### src/core/pdfs_regs.svh
// Purpose: timing counts and pin encodings for the piezo driver fault supervisor
// Assumes: 20 MHz clock, 50 ns period
// Notes: times in ns, cycle counts other than PDFS_IN_DEG_CYC derived from them
`ifndef PDFS_REGS_SVH
`define PDFS_REGS_SVH
`define PDFS_CLK_PERIOD_NS 50
`define PDFS_BRIDGE_OCP_DEG_NS 600
`define PDFS_BRIDGE_OCP_DEG_CYC ((`PDFS_BRIDGE_OCP_DEG_NS + `PDFS_CLK_PERIOD_NS - 1) / `PDFS_CLK_PERIOD_NS)
`define PDFS_BUCK_OCP_DEG_NS 1000
`define PDFS_BUCK_OCP_DEG_CYC ((`PDFS_BUCK_OCP_DEG_NS + `PDFS_CLK_PERIOD_NS - 1) / `PDFS_CLK_PERIOD_NS)
`define PDFS_BUCK_RETRY_NS 100000
`define PDFS_BUCK_RETRY_CYC (`PDFS_BUCK_RETRY_NS / `PDFS_CLK_PERIOD_NS)
`define PDFS_RST_WINDOW_NS 20000
`define PDFS_RST_WINDOW_CYC (`PDFS_RST_WINDOW_NS / `PDFS_CLK_PERIOD_NS)
`define PDFS_IN_DEG_CYC 3
`define PDFS_BUCK_SEL_LOW 1'b0
`define PDFS_BUCK_SEL_HIGH 1'b1
`endif

### src/core/pdfs_pkg.sv
// Purpose: shared types for the piezo driver fault supervisor
// Assumes: nothing
// Notes: slew codes in pin order slowest to fastest
package pdfs_pkg;
    typedef enum logic [1:0] {
        PDFS_SLEW_25,
        PDFS_SLEW_50,
        PDFS_SLEW_125,
        PDFS_SLEW_200
    } pdfs_slew_e;
    typedef enum logic [1:0] {
        PDFS_BK_RUN,
        PDFS_BK_RETRY
    } pdfs_buck_e;
endpackage : pdfs_pkg

### src/core/pdfs_supervisor.sv
// Purpose: fault supervision and enable logic for a two half-bridge piezo driver with buck
// Assumes: comparator and sensor inputs are synchronous, active high when tripped
// Notes: fault_out_n is open drain; oe low means pin pulled low
// Function
// - buck target picked by two-state pin: nominal or raised headroom rail
// - buck high side on while feedback below reference, off when above
// - buck high side forced off whenever switch current exceeds limit
// - buck undervoltage disables buck switches, pulls fault low, self-recovers
// - buck overcurrent only after current stays high past deglitch interval
// - buck overcurrent disables buck, pulls fault low, retries after interval
// - charge pump off while sleep/reset input is low
// - four-level edge-speed pin selects one of four slew settings
// - each half-bridge waits for opposite gate off before switching on
// - PWM inputs pass a deglitch filter adding small delay
// - main supply undervoltage disables bridge, pump, controller; recovers after
// - logic rail undervoltage disables bridge, pumps, controller; recovers after
// - pump rail undervoltage disables bridge, pulls fault low; self-recovers
// - bridge overcurrent past deglitch time enters latched shutdown
// - latched shutdown holds bridge off, fault low until reset pulse
// - bridge overcurrent threshold chosen by two-state level pin
// - two die temperature sensors monitored, each can shut down
// - switch-area thermal trip shuts bridge, pump and buck off (controller stays on), fault low, self-recovers
// - general die thermal trip shuts bridge, pump and buck off (controller stays on), fault low, self-recovers
// - fault output open drain active low with external pull-up
`timescale 1ns/1ns
`default_nettype none
`include "pdfs_regs.svh"
module pdfs_supervisor
    import pdfs_pkg::*;
#(
    parameter int BUCK_DEG_CYC = `PDFS_BUCK_OCP_DEG_CYC,
    parameter int BRIDGE_DEG_CYC = `PDFS_BRIDGE_OCP_DEG_CYC,
    parameter int BUCK_RETRY_CYC = `PDFS_BUCK_RETRY_CYC,
    parameter int RST_WINDOW_CYC = `PDFS_RST_WINDOW_CYC
) (
    input wire logic clk_i,
    input wire logic reset_n_i,
    // controller pins
    input wire logic sleep_reset_n_i,
    input wire logic pwm_a_i,
    input wire logic pwm_b_i,
    // configuration pins
    input wire logic buck_level_pin_i,
    input wire logic overcurrent_level_pin_i,
    input wire logic [1:0] edge_speed_pin_i,
    // supply and sensor comparators
    input wire logic supply_low_lockout_i,
    input wire logic logic_rail_low_i,
    input wire logic pump_undervoltage_i,
    input wire logic buck_feedback_low_i,
    input wire logic buck_feedback_below_ref_i,
    input wire logic buck_current_limit_i,
    input wire logic buck_current_ocp_i,
    input wire logic bridge_current_high_lo_i,
    input wire logic bridge_current_high_hi_i,
    input wire logic thermal_shutdown_fet_i,
    input wire logic thermal_shutdown_die_i,
    // gate feedback
    input wire logic [1:0] hs_gate_low_i,
    input wire logic [1:0] ls_gate_low_i,
    // bridge and buck drive
    output logic [1:0] hs_on_o,
    output logic [1:0] ls_on_o,
    output logic buck_hs_on_o,
    output logic buck_sw_en_o,
    output logic buck_sel_o,
    output logic pump_en_o,
    output logic controller_en_o,
    output logic [1:0] slew_sel_o,
    output logic overcurrent_hi_o,
    // fault pin, open drain
    output logic fault_out_n_o,
    output logic fault_out_n_oe_o
);
    localparam int CW = 16;
    typedef struct packed {
        logic [CW-1:0] bk_deg;
        logic [CW-1:0] br_deg;
        logic [CW-1:0] retry;
        logic [CW-1:0] low_cnt;
        pdfs_buck_e bk;
        logic ocp_latch;
        logic rst_prev;
        logic sleep;
        logic buck_hs;
        logic buck_en;
        logic buck_sel;
        logic pump;
        logic ctrl;
        logic [1:0] slew;
        logic oc_hi;
        logic fault_oe;
        logic bridge_en;
    } pdfs_sup_s;
    pdfs_sup_s st_q, st_d;
    logic br_oc;
    logic sig_fault;
    logic [1:0] hs_w, ls_w;
    logic [1:0] hs_q, ls_q;
    assign br_oc = st_q.oc_hi ? bridge_current_high_hi_i : bridge_current_high_lo_i;
    assign sig_fault = buck_feedback_low_i || (st_q.bk == PDFS_BK_RETRY) ||
        pump_undervoltage_i || st_q.ocp_latch ||
        thermal_shutdown_fet_i || thermal_shutdown_die_i;
    always_comb begin
        st_d = st_q;
        st_d.rst_prev = sleep_reset_n_i;
        st_d.buck_sel = buck_level_pin_i ? `PDFS_BUCK_SEL_HIGH : `PDFS_BUCK_SEL_LOW;
        st_d.slew = edge_speed_pin_i;
        st_d.oc_hi = overcurrent_level_pin_i;
        // reset pulse and sleep timing
        if (!sleep_reset_n_i) begin
            if (st_q.low_cnt < CW'(RST_WINDOW_CYC)) begin
                st_d.low_cnt = st_q.low_cnt + 1'b1;
            end else begin
                st_d.sleep = 1'b1;
            end
        end else begin
            st_d.low_cnt = '0;
            st_d.sleep = 1'b0;
            if (!st_q.rst_prev && !st_q.sleep) begin
                st_d.ocp_latch = 1'b0;
            end
        end
        // bridge overcurrent deglitch and latch
        if (br_oc) begin
            if (st_q.br_deg >= CW'(BRIDGE_DEG_CYC)) begin
                st_d.ocp_latch = 1'b1;
            end else begin
                st_d.br_deg = st_q.br_deg + 1'b1;
            end
        end else begin
            st_d.br_deg = '0;
        end
        // buck overcurrent deglitch and retry
        case (st_q.bk)
            PDFS_BK_RUN: begin
                if (buck_current_ocp_i) begin
                    if (st_q.bk_deg >= CW'(BUCK_DEG_CYC)) begin
                        st_d.bk = PDFS_BK_RETRY;
                        st_d.bk_deg = '0;
                        st_d.retry = '0;
                    end else begin
                        st_d.bk_deg = st_q.bk_deg + 1'b1;
                    end
                end else begin
                    st_d.bk_deg = '0;
                end
            end
            PDFS_BK_RETRY: begin
                if (st_q.retry >= CW'(BUCK_RETRY_CYC - 1)) begin
                    st_d.bk = PDFS_BK_RUN;
                end else begin
                    st_d.retry = st_q.retry + 1'b1;
                end
            end
            default: st_d.bk = PDFS_BK_RUN;
        endcase
        st_d.ctrl = !supply_low_lockout_i && !logic_rail_low_i && sleep_reset_n_i;
        st_d.pump = st_d.ctrl && !thermal_shutdown_fet_i && !thermal_shutdown_die_i;
        st_d.bridge_en = st_d.pump && !pump_undervoltage_i && !st_d.ocp_latch && !br_oc;
        st_d.buck_en = !buck_feedback_low_i && (st_d.bk == PDFS_BK_RUN) &&
            !thermal_shutdown_fet_i && !thermal_shutdown_die_i;
        st_d.buck_hs = st_d.buck_en && buck_feedback_below_ref_i && !buck_current_limit_i;
        st_d.fault_oe = !(sig_fault || (st_d.bk == PDFS_BK_RETRY) || st_d.ocp_latch);
    end
    always_ff @(posedge clk_i or negedge reset_n_i) begin
        if (!reset_n_i) begin
            st_q <= '0;
            st_q.rst_prev <= 1'b1;
            st_q.fault_oe <= 1'b1;
        end else begin
            st_q <= st_d;
        end
    end
    genvar g;
    generate
        for (g = 0; g < 2; g++) begin : g_hb
            pdfs_half_bridge u_hb (
                .clk_i(clk_i),
                .reset_n_i(reset_n_i),
                .pwm_i(g == 0 ? pwm_a_i : pwm_b_i),
                .enable_i(st_q.bridge_en),
                .hs_gate_low_i(hs_gate_low_i[g]),
                .ls_gate_low_i(ls_gate_low_i[g]),
                .hs_on_o(hs_w[g]),
                .ls_on_o(ls_w[g])
            );
        end
    endgenerate
    // final gate stage: registered and cut immediately by the enable
    always_ff @(posedge clk_i or negedge reset_n_i) begin
        if (!reset_n_i) begin
            hs_q <= 2'h0;
            ls_q <= 2'h0;
        end else begin
            hs_q <= st_d.bridge_en ? hs_w : 2'h0;
            ls_q <= st_d.bridge_en ? ls_w : 2'h0;
        end
    end
    assign hs_on_o = hs_q;
    assign ls_on_o = ls_q;
    assign buck_hs_on_o = st_q.buck_hs;
    assign buck_sw_en_o = st_q.buck_en;
    assign buck_sel_o = st_q.buck_sel;
    assign pump_en_o = st_q.pump;
    assign controller_en_o = st_q.ctrl;
    assign slew_sel_o = st_q.slew;
    assign overcurrent_hi_o = st_q.oc_hi;
    assign fault_out_n_o = 1'b0;
    assign fault_out_n_oe_o = st_q.fault_oe;
    a_pump_sleep: assert property (@(posedge clk_i) disable iff (!reset_n_i)
        !sleep_reset_n_i |=> !pump_en_o) else $error("pump on in sleep");
    a_buck_limit: assert property (@(posedge clk_i) disable iff (!reset_n_i)
        buck_current_limit_i |=> !buck_hs_on_o) else $error("buck hs on over limit");
    a_buck_uv: assert property (@(posedge clk_i) disable iff (!reset_n_i)
        buck_feedback_low_i |=> !buck_sw_en_o && !fault_out_n_oe_o) else $error("buck uv");
    a_ocp_latch: assert property (@(posedge clk_i) disable iff (!reset_n_i)
        st_q.ocp_latch && sleep_reset_n_i && st_q.rst_prev |=> st_q.ocp_latch)
        else $error("latch dropped without pulse");
    a_latch_off: assert property (@(posedge clk_i) disable iff (!reset_n_i)
        st_q.ocp_latch |=> hs_on_o == 2'h0 && ls_on_o == 2'h0) else $error("bridge on in latch");
    a_pump_uv: assert property (@(posedge clk_i) disable iff (!reset_n_i)
        pump_undervoltage_i |=> !fault_out_n_oe_o && hs_on_o == 2'h0) else $error("pump uv");
    a_thermal_off: assert property (@(posedge clk_i) disable iff (!reset_n_i)
        (thermal_shutdown_fet_i || thermal_shutdown_die_i) |=> !pump_en_o && !buck_sw_en_o)
        else $error("thermal not shut");
    a_supply_low: assert property (@(posedge clk_i) disable iff (!reset_n_i)
        (supply_low_lockout_i || logic_rail_low_i) |=> !controller_en_o && !pump_en_o)
        else $error("supply low not shut");
    a_retry_len: assert property (@(posedge clk_i) disable iff (!reset_n_i)
        $rose(st_q.bk == PDFS_BK_RETRY) |-> (st_q.bk == PDFS_BK_RETRY) [*2])
        else $error("retry too short");
    a_fault_clear: assert property (@(posedge clk_i) disable iff (!reset_n_i)
        !sig_fault && st_q.bk == PDFS_BK_RUN && !st_q.ocp_latch && $past(!sig_fault)
        |=> fault_out_n_oe_o || sig_fault || st_q.ocp_latch || st_q.bk != PDFS_BK_RUN)
        else $error("fault held with none active");
    c_ocp_latch: cover property (@(posedge clk_i) disable iff (!reset_n_i) $rose(st_q.ocp_latch));
    c_latch_clear: cover property (@(posedge clk_i) disable iff (!reset_n_i) $fell(st_q.ocp_latch));
    c_buck_retry: cover property (@(posedge clk_i) disable iff (!reset_n_i)
        $fell(st_q.bk == PDFS_BK_RETRY));
    c_sleep: cover property (@(posedge clk_i) disable iff (!reset_n_i) $rose(st_q.sleep));
endmodule : pdfs_supervisor
`default_nettype wire

### src/core/pdfs_half_bridge.sv
// Purpose: one half-bridge with input deglitch and gate-confirmed dead time
// Assumes: gate-low feedback inputs are synchronous
// Notes: switch turns on only after opposite gate confirmed off
`timescale 1ns/1ns
`default_nettype none
`include "pdfs_regs.svh"
module pdfs_half_bridge #(
    parameter int DEG_CYC = `PDFS_IN_DEG_CYC
) (
    input wire logic clk_i,
    input wire logic reset_n_i,
    // control
    input wire logic pwm_i,
    input wire logic enable_i,
    // gate feedback
    input wire logic hs_gate_low_i,
    input wire logic ls_gate_low_i,
    // gate drive
    output logic hs_on_o,
    output logic ls_on_o
);
    typedef struct packed {
        logic pwm;
        logic [3:0] cnt;
        logic hs;
        logic ls;
    } pdfs_hb_s;
    pdfs_hb_s st_q, st_d;
    always_comb begin
        st_d = st_q;
        // filter: input must hold steady before being taken
        if (pwm_i == st_q.pwm) begin
            st_d.cnt = '0;
        end else if (st_q.cnt == 4'(DEG_CYC - 1)) begin
            st_d.pwm = pwm_i;
            st_d.cnt = '0;
        end else begin
            st_d.cnt = st_q.cnt + 4'h1;
        end
        st_d.hs = enable_i && st_q.pwm && !st_q.ls && ls_gate_low_i;
        st_d.ls = enable_i && !st_q.pwm && !st_q.hs && hs_gate_low_i;
    end
    always_ff @(posedge clk_i or negedge reset_n_i) begin
        if (!reset_n_i) begin
            st_q <= '0;
        end else begin
            st_q <= st_d;
        end
    end
    assign hs_on_o = st_q.hs;
    assign ls_on_o = st_q.ls;
    a_no_shoot: assert property (@(posedge clk_i) disable iff (!reset_n_i)
        !(hs_on_o && ls_on_o)) else $error("both switches on");
    a_hs_gate_wait: assert property (@(posedge clk_i) disable iff (!reset_n_i)
        $rose(hs_on_o) |-> $past(ls_gate_low_i)) else $error("hs on before ls gate low");
    a_deglitch: assert property (@(posedge clk_i) disable iff (!reset_n_i)
        $changed(st_q.pwm) |-> $past(pwm_i, 1) == st_q.pwm) else $error("filter took glitch");
endmodule : pdfs_half_bridge
`default_nettype wire

### config.mk
export PLATFORM = sky130hd
export DESIGN_NAME = pdfs_supervisor
export DESIGN_NICKNAME = d
export VERILOG_FILES = /design/src/core/pdfs_pkg.sv /design/src/core/pdfs_supervisor.sv /design/src/core/pdfs_half_bridge.sv
export VERILOG_INCLUDE_DIRS = /design/src /design/src/core
export SDC_FILE = /design/constraint.sdc
export NUM_CORES = 1
export LEC_CHECK = 0
export BUFFER_PORTS_ARGS = -buffer_cell sky130_fd_sc_hd__buf_2
export CORE_UTILIZATION = 45
export DETAILED_ROUTE_END_ITERATION = 16
export PLACE_DENSITY_LB_ADDON = 0.25
export SLEW_MARGIN = 20
export SYNTH_ARGS = -nofsm -noshare
export SYNTH_HDL_FRONTEND = slang
export SYNTH_SLANG_ARGS = --single-unit
### constraint.sdc
create_clock -name clk_i -period 1.74 [get_ports clk_i]
set_input_delay 0.174 -clock clk_i [delete_from_list [all_inputs] [get_ports clk_i]]
set_output_delay 0.174 -clock clk_i [all_outputs]
set_load 0.1 [all_outputs]
==> flow_summary.json <==
{
  "grt_pass1_wl_um": 12000,
  "clock_latency_ps": 350,
  "drtIter0Drc": 93,
  "track_usage_pct": 17.3,
  "cts_tree": "built",
  "drc": 0,
  "drv_cap": 0,
  "leakage_uw": 0.00229,
  "cts_buffers": 9,
  "synth_edf_count": 0,
  "setup_viol": 0,
  "cts_max_level": 3,
  "dpl.cell_count": 487,
  "route.detailed.wl_per_inst_um": 13.3,
  "worstSetupEndpoint": "st_q[20]",
  "finalPower_uw": 4620,
  "fmax_mhz": 596,
  "finalCriticalPeriod_ps": 1680,
  "worstReg2RegEnd": "st_q[20]",
  "gr-total-overflow": 0,
  "gpl.final_weighted_congestion": 0.774,
  "worstReg2RegStart": "st_q[21]",
  "placementRows": 33,
  "dieHeight_um": 95.6,
  "netlist-cell-type-count": 48,
  "numPortBuffers": 36,
  "layout.area.seq_sq_um": 2430,
  "antenna_found_initial": 0,
  "nNetsFinal": 438,
  "grt_max_degree": 43,
  "syn_area_sq_um": 3950,
  "rsz0062_at_grt": "yes",
  "drtPass1Iterations": 4,
  "cts_buffer_depth": 2,
  "critPathKind": "reg2reg",
  "synth-seq-cells": 97,
  "startpoint_type": "flip-flop",
  "pre_cts_ws_ps": -20.7,
  "area_growth_pct": 21.6,
  "antenna_left": 0,
  "num_vias": 2655,
  "vias_per_cell": 5.17,
  "diodes": 0,
  "clk_pin_slew_worst_paths_ps": 90,
  "drv_slew": 0,
  "fp.dieW_um": 95.6,
  "synth.yosys.seq_area_share_pct": 61.6,
  "syn_avg_cell_area_sq_um": 11.8,
  "root_buffer": "clkbuf_8",
  "async_flop_share_pct": 100,
  "critPathLaunch": "st_q[21]",
  "final_cells": 514,
  "core_sq_um": 8340,
  "cp.arrival_ps": 1960,
  "r2r_cells": 4,
  "holdWs_ps": 47.2,
  "end_kind": "flip-flop",
  "path_max_fanout": 6,
  "start_util_pct": 47.3,
  "dieArea_sq_um": 9150,
  "worstPathRequired_ps": 2020,
  "ir_worst_vdd_uv": 468,
  "synth_ff_type": "dfrtp_1",
  "final_util_pct": 57.5,
  "first_global_vias": 2692,
  "hold_viol_final": 0,
  "pin_count": 38,
  "syn_inst": 335,
  "yosysWarnings": 0,
  "timing.slew.headroom_pct": 59.3,
  "place_hpwl_um": 4740,
  "multi_input_area_sq_um": 1500,
  "wl_um": 6860,
  "cts.sinks": 97,
  "reg2reg_slack_ps": 60,
  "drive_above_1_share_pct": 23.7,
  "timing.final.ws_setup_ps": 63.4,
  "timing.final.crit_share_pct": 96.4,
  "nFillCells": 691,
  "tightest_slew_ps": 609,
  "outcome": "complete, no violations",
  "holdCritPathClass": "in2reg",
  "finClkSkew_ps": 12.5,
  "power-per-cell-area_nw_per_um2": 964
}
-- critical path, stage by stage (launching register included) --
cell	delay (ps)
dfrtp_2	440
o311ai_4	310
nand3_2	180
or4_4	540
a21oi_2	140
-- synth_stat cells, types with 8 or more instances --
master	instances	area [sq um]
xor2_1	8	70.1
nand2_1	19	71.3
a21oi_1	9	45.0
inv_1	12	45.0
nand3_1	14	70.1
nor2_1	23	86.3
o31ai_1	8	60.1
and2_1	15	93.8
mux2i_1	8	80.1
ha_1	10	125
o21ai_0	9	45.0
dfrtp_1	95	2380
nor2b_1	25	156
-- logic make-up after synthesis --
kind of cell / count (synthesis) / synth area share [%]
fa+ha+maj: 10 / 3.17
flops: 97 / 61.6
mux: 10 / 2.60
compound gates: 41 / 6.91
simple gates: 145 / 20.8
xor+xnor: 11 / 2.44
other cells: 1 / 0.0951
buf+inv: 20 / 2.38
-- final cells by class --
class                   instances  area share, %
well taps                     105           2.74
clock inverters                 6           2.03
inverters                      12          0.939
clock buffers                  10           2.87
repair buffers                 65           9.39
flip-flops and latches         97           50.7
multi-input cells             219           31.3
-- worst min path at each step --
stage                     startpoint                   end  depth (start not counted)
finish              hs_gate_low_i[0]  g_hb[0].u_hb.ls_on_o                          3
global route        hs_gate_low_i[1]  g_hb[1].u_hb.ls_on_o                          3
CTS                 hs_gate_low_i[1]  g_hb[1].u_hb.ls_on_o                          3
floorplan                  reset_n_i          buck_hs_on_o                          0
detailed placement         reset_n_i              st_q[40]                          1
global placement           reset_n_i              st_q[41]                          1
-- registers in the layout, summed over array words and instances, names as in the netlist --
name	count
st_q	70
g_hb.u_hb.st_q	10
g_hb.u_hb.hs_on_o	2
g_hb.u_hb.ls_on_o	2
hs_on_o	2
ls_on_o	2
slew_sel_o	2
buck_hs_on_o	1
buck_sel_o	1
buck_sw_en_o	1
controller_en_o	1
fault_out_n_oe_o	1
overcurrent_hi_o	1
pump_en_o	1
-- repair_timing --
| item | 4_1_cts | 5_1_grt |
|---|---|---|
| setup buffers | 0 | 1 |
| hold buffers | 10 | 0 |
| endpoints found under the setup margin | 6 | 18 |
| hold endpoints to repair | 32 | 0 |
| resized for setup | 2 | 14 |
| pin swaps | 1 | 3 |
-- stage by stage --
stage / area (sq um) / TNS [ps]
2_1_floorplan: 3950 / 0
3_3_place_gp: 4380 / -78.9
3_5_place_dp: 4380 / -75.5
4_1_cts: 4720 / 0
5_1_grt: 4800 / -34.8
6_report: 4800 / 0
-- where the power goes --
group	internal (uW)	total, uW	switching (uW)
registers	2370	2480	112
clock network	872	1660	791
logic	191	479	288
-- cells in the final DEF, fill, tap and decap left out, types with 9 or more instances in the layout --
master	instances
ha_1	10
buf_4	18
clkbuf_8	10
nor2_1	23
nand3_1	13
nor2b_1	24
nand2_1	19
inv_1	12
dfrtp_1	92
dlygate4sd3_1	10
o21ai_0	9
and2_1	15
buf_2	35
-- layer usage --
metal	vias to the layer above	global-route usage, %	part of all wire [%]
met2	26	27.9	49
met4	0	7.84	0.96
met5	-	0	0
met3	4	3.11	2.0
met1	1314	23.0	48
li1	1311	-	-
(Power assumes the default switching activity.)
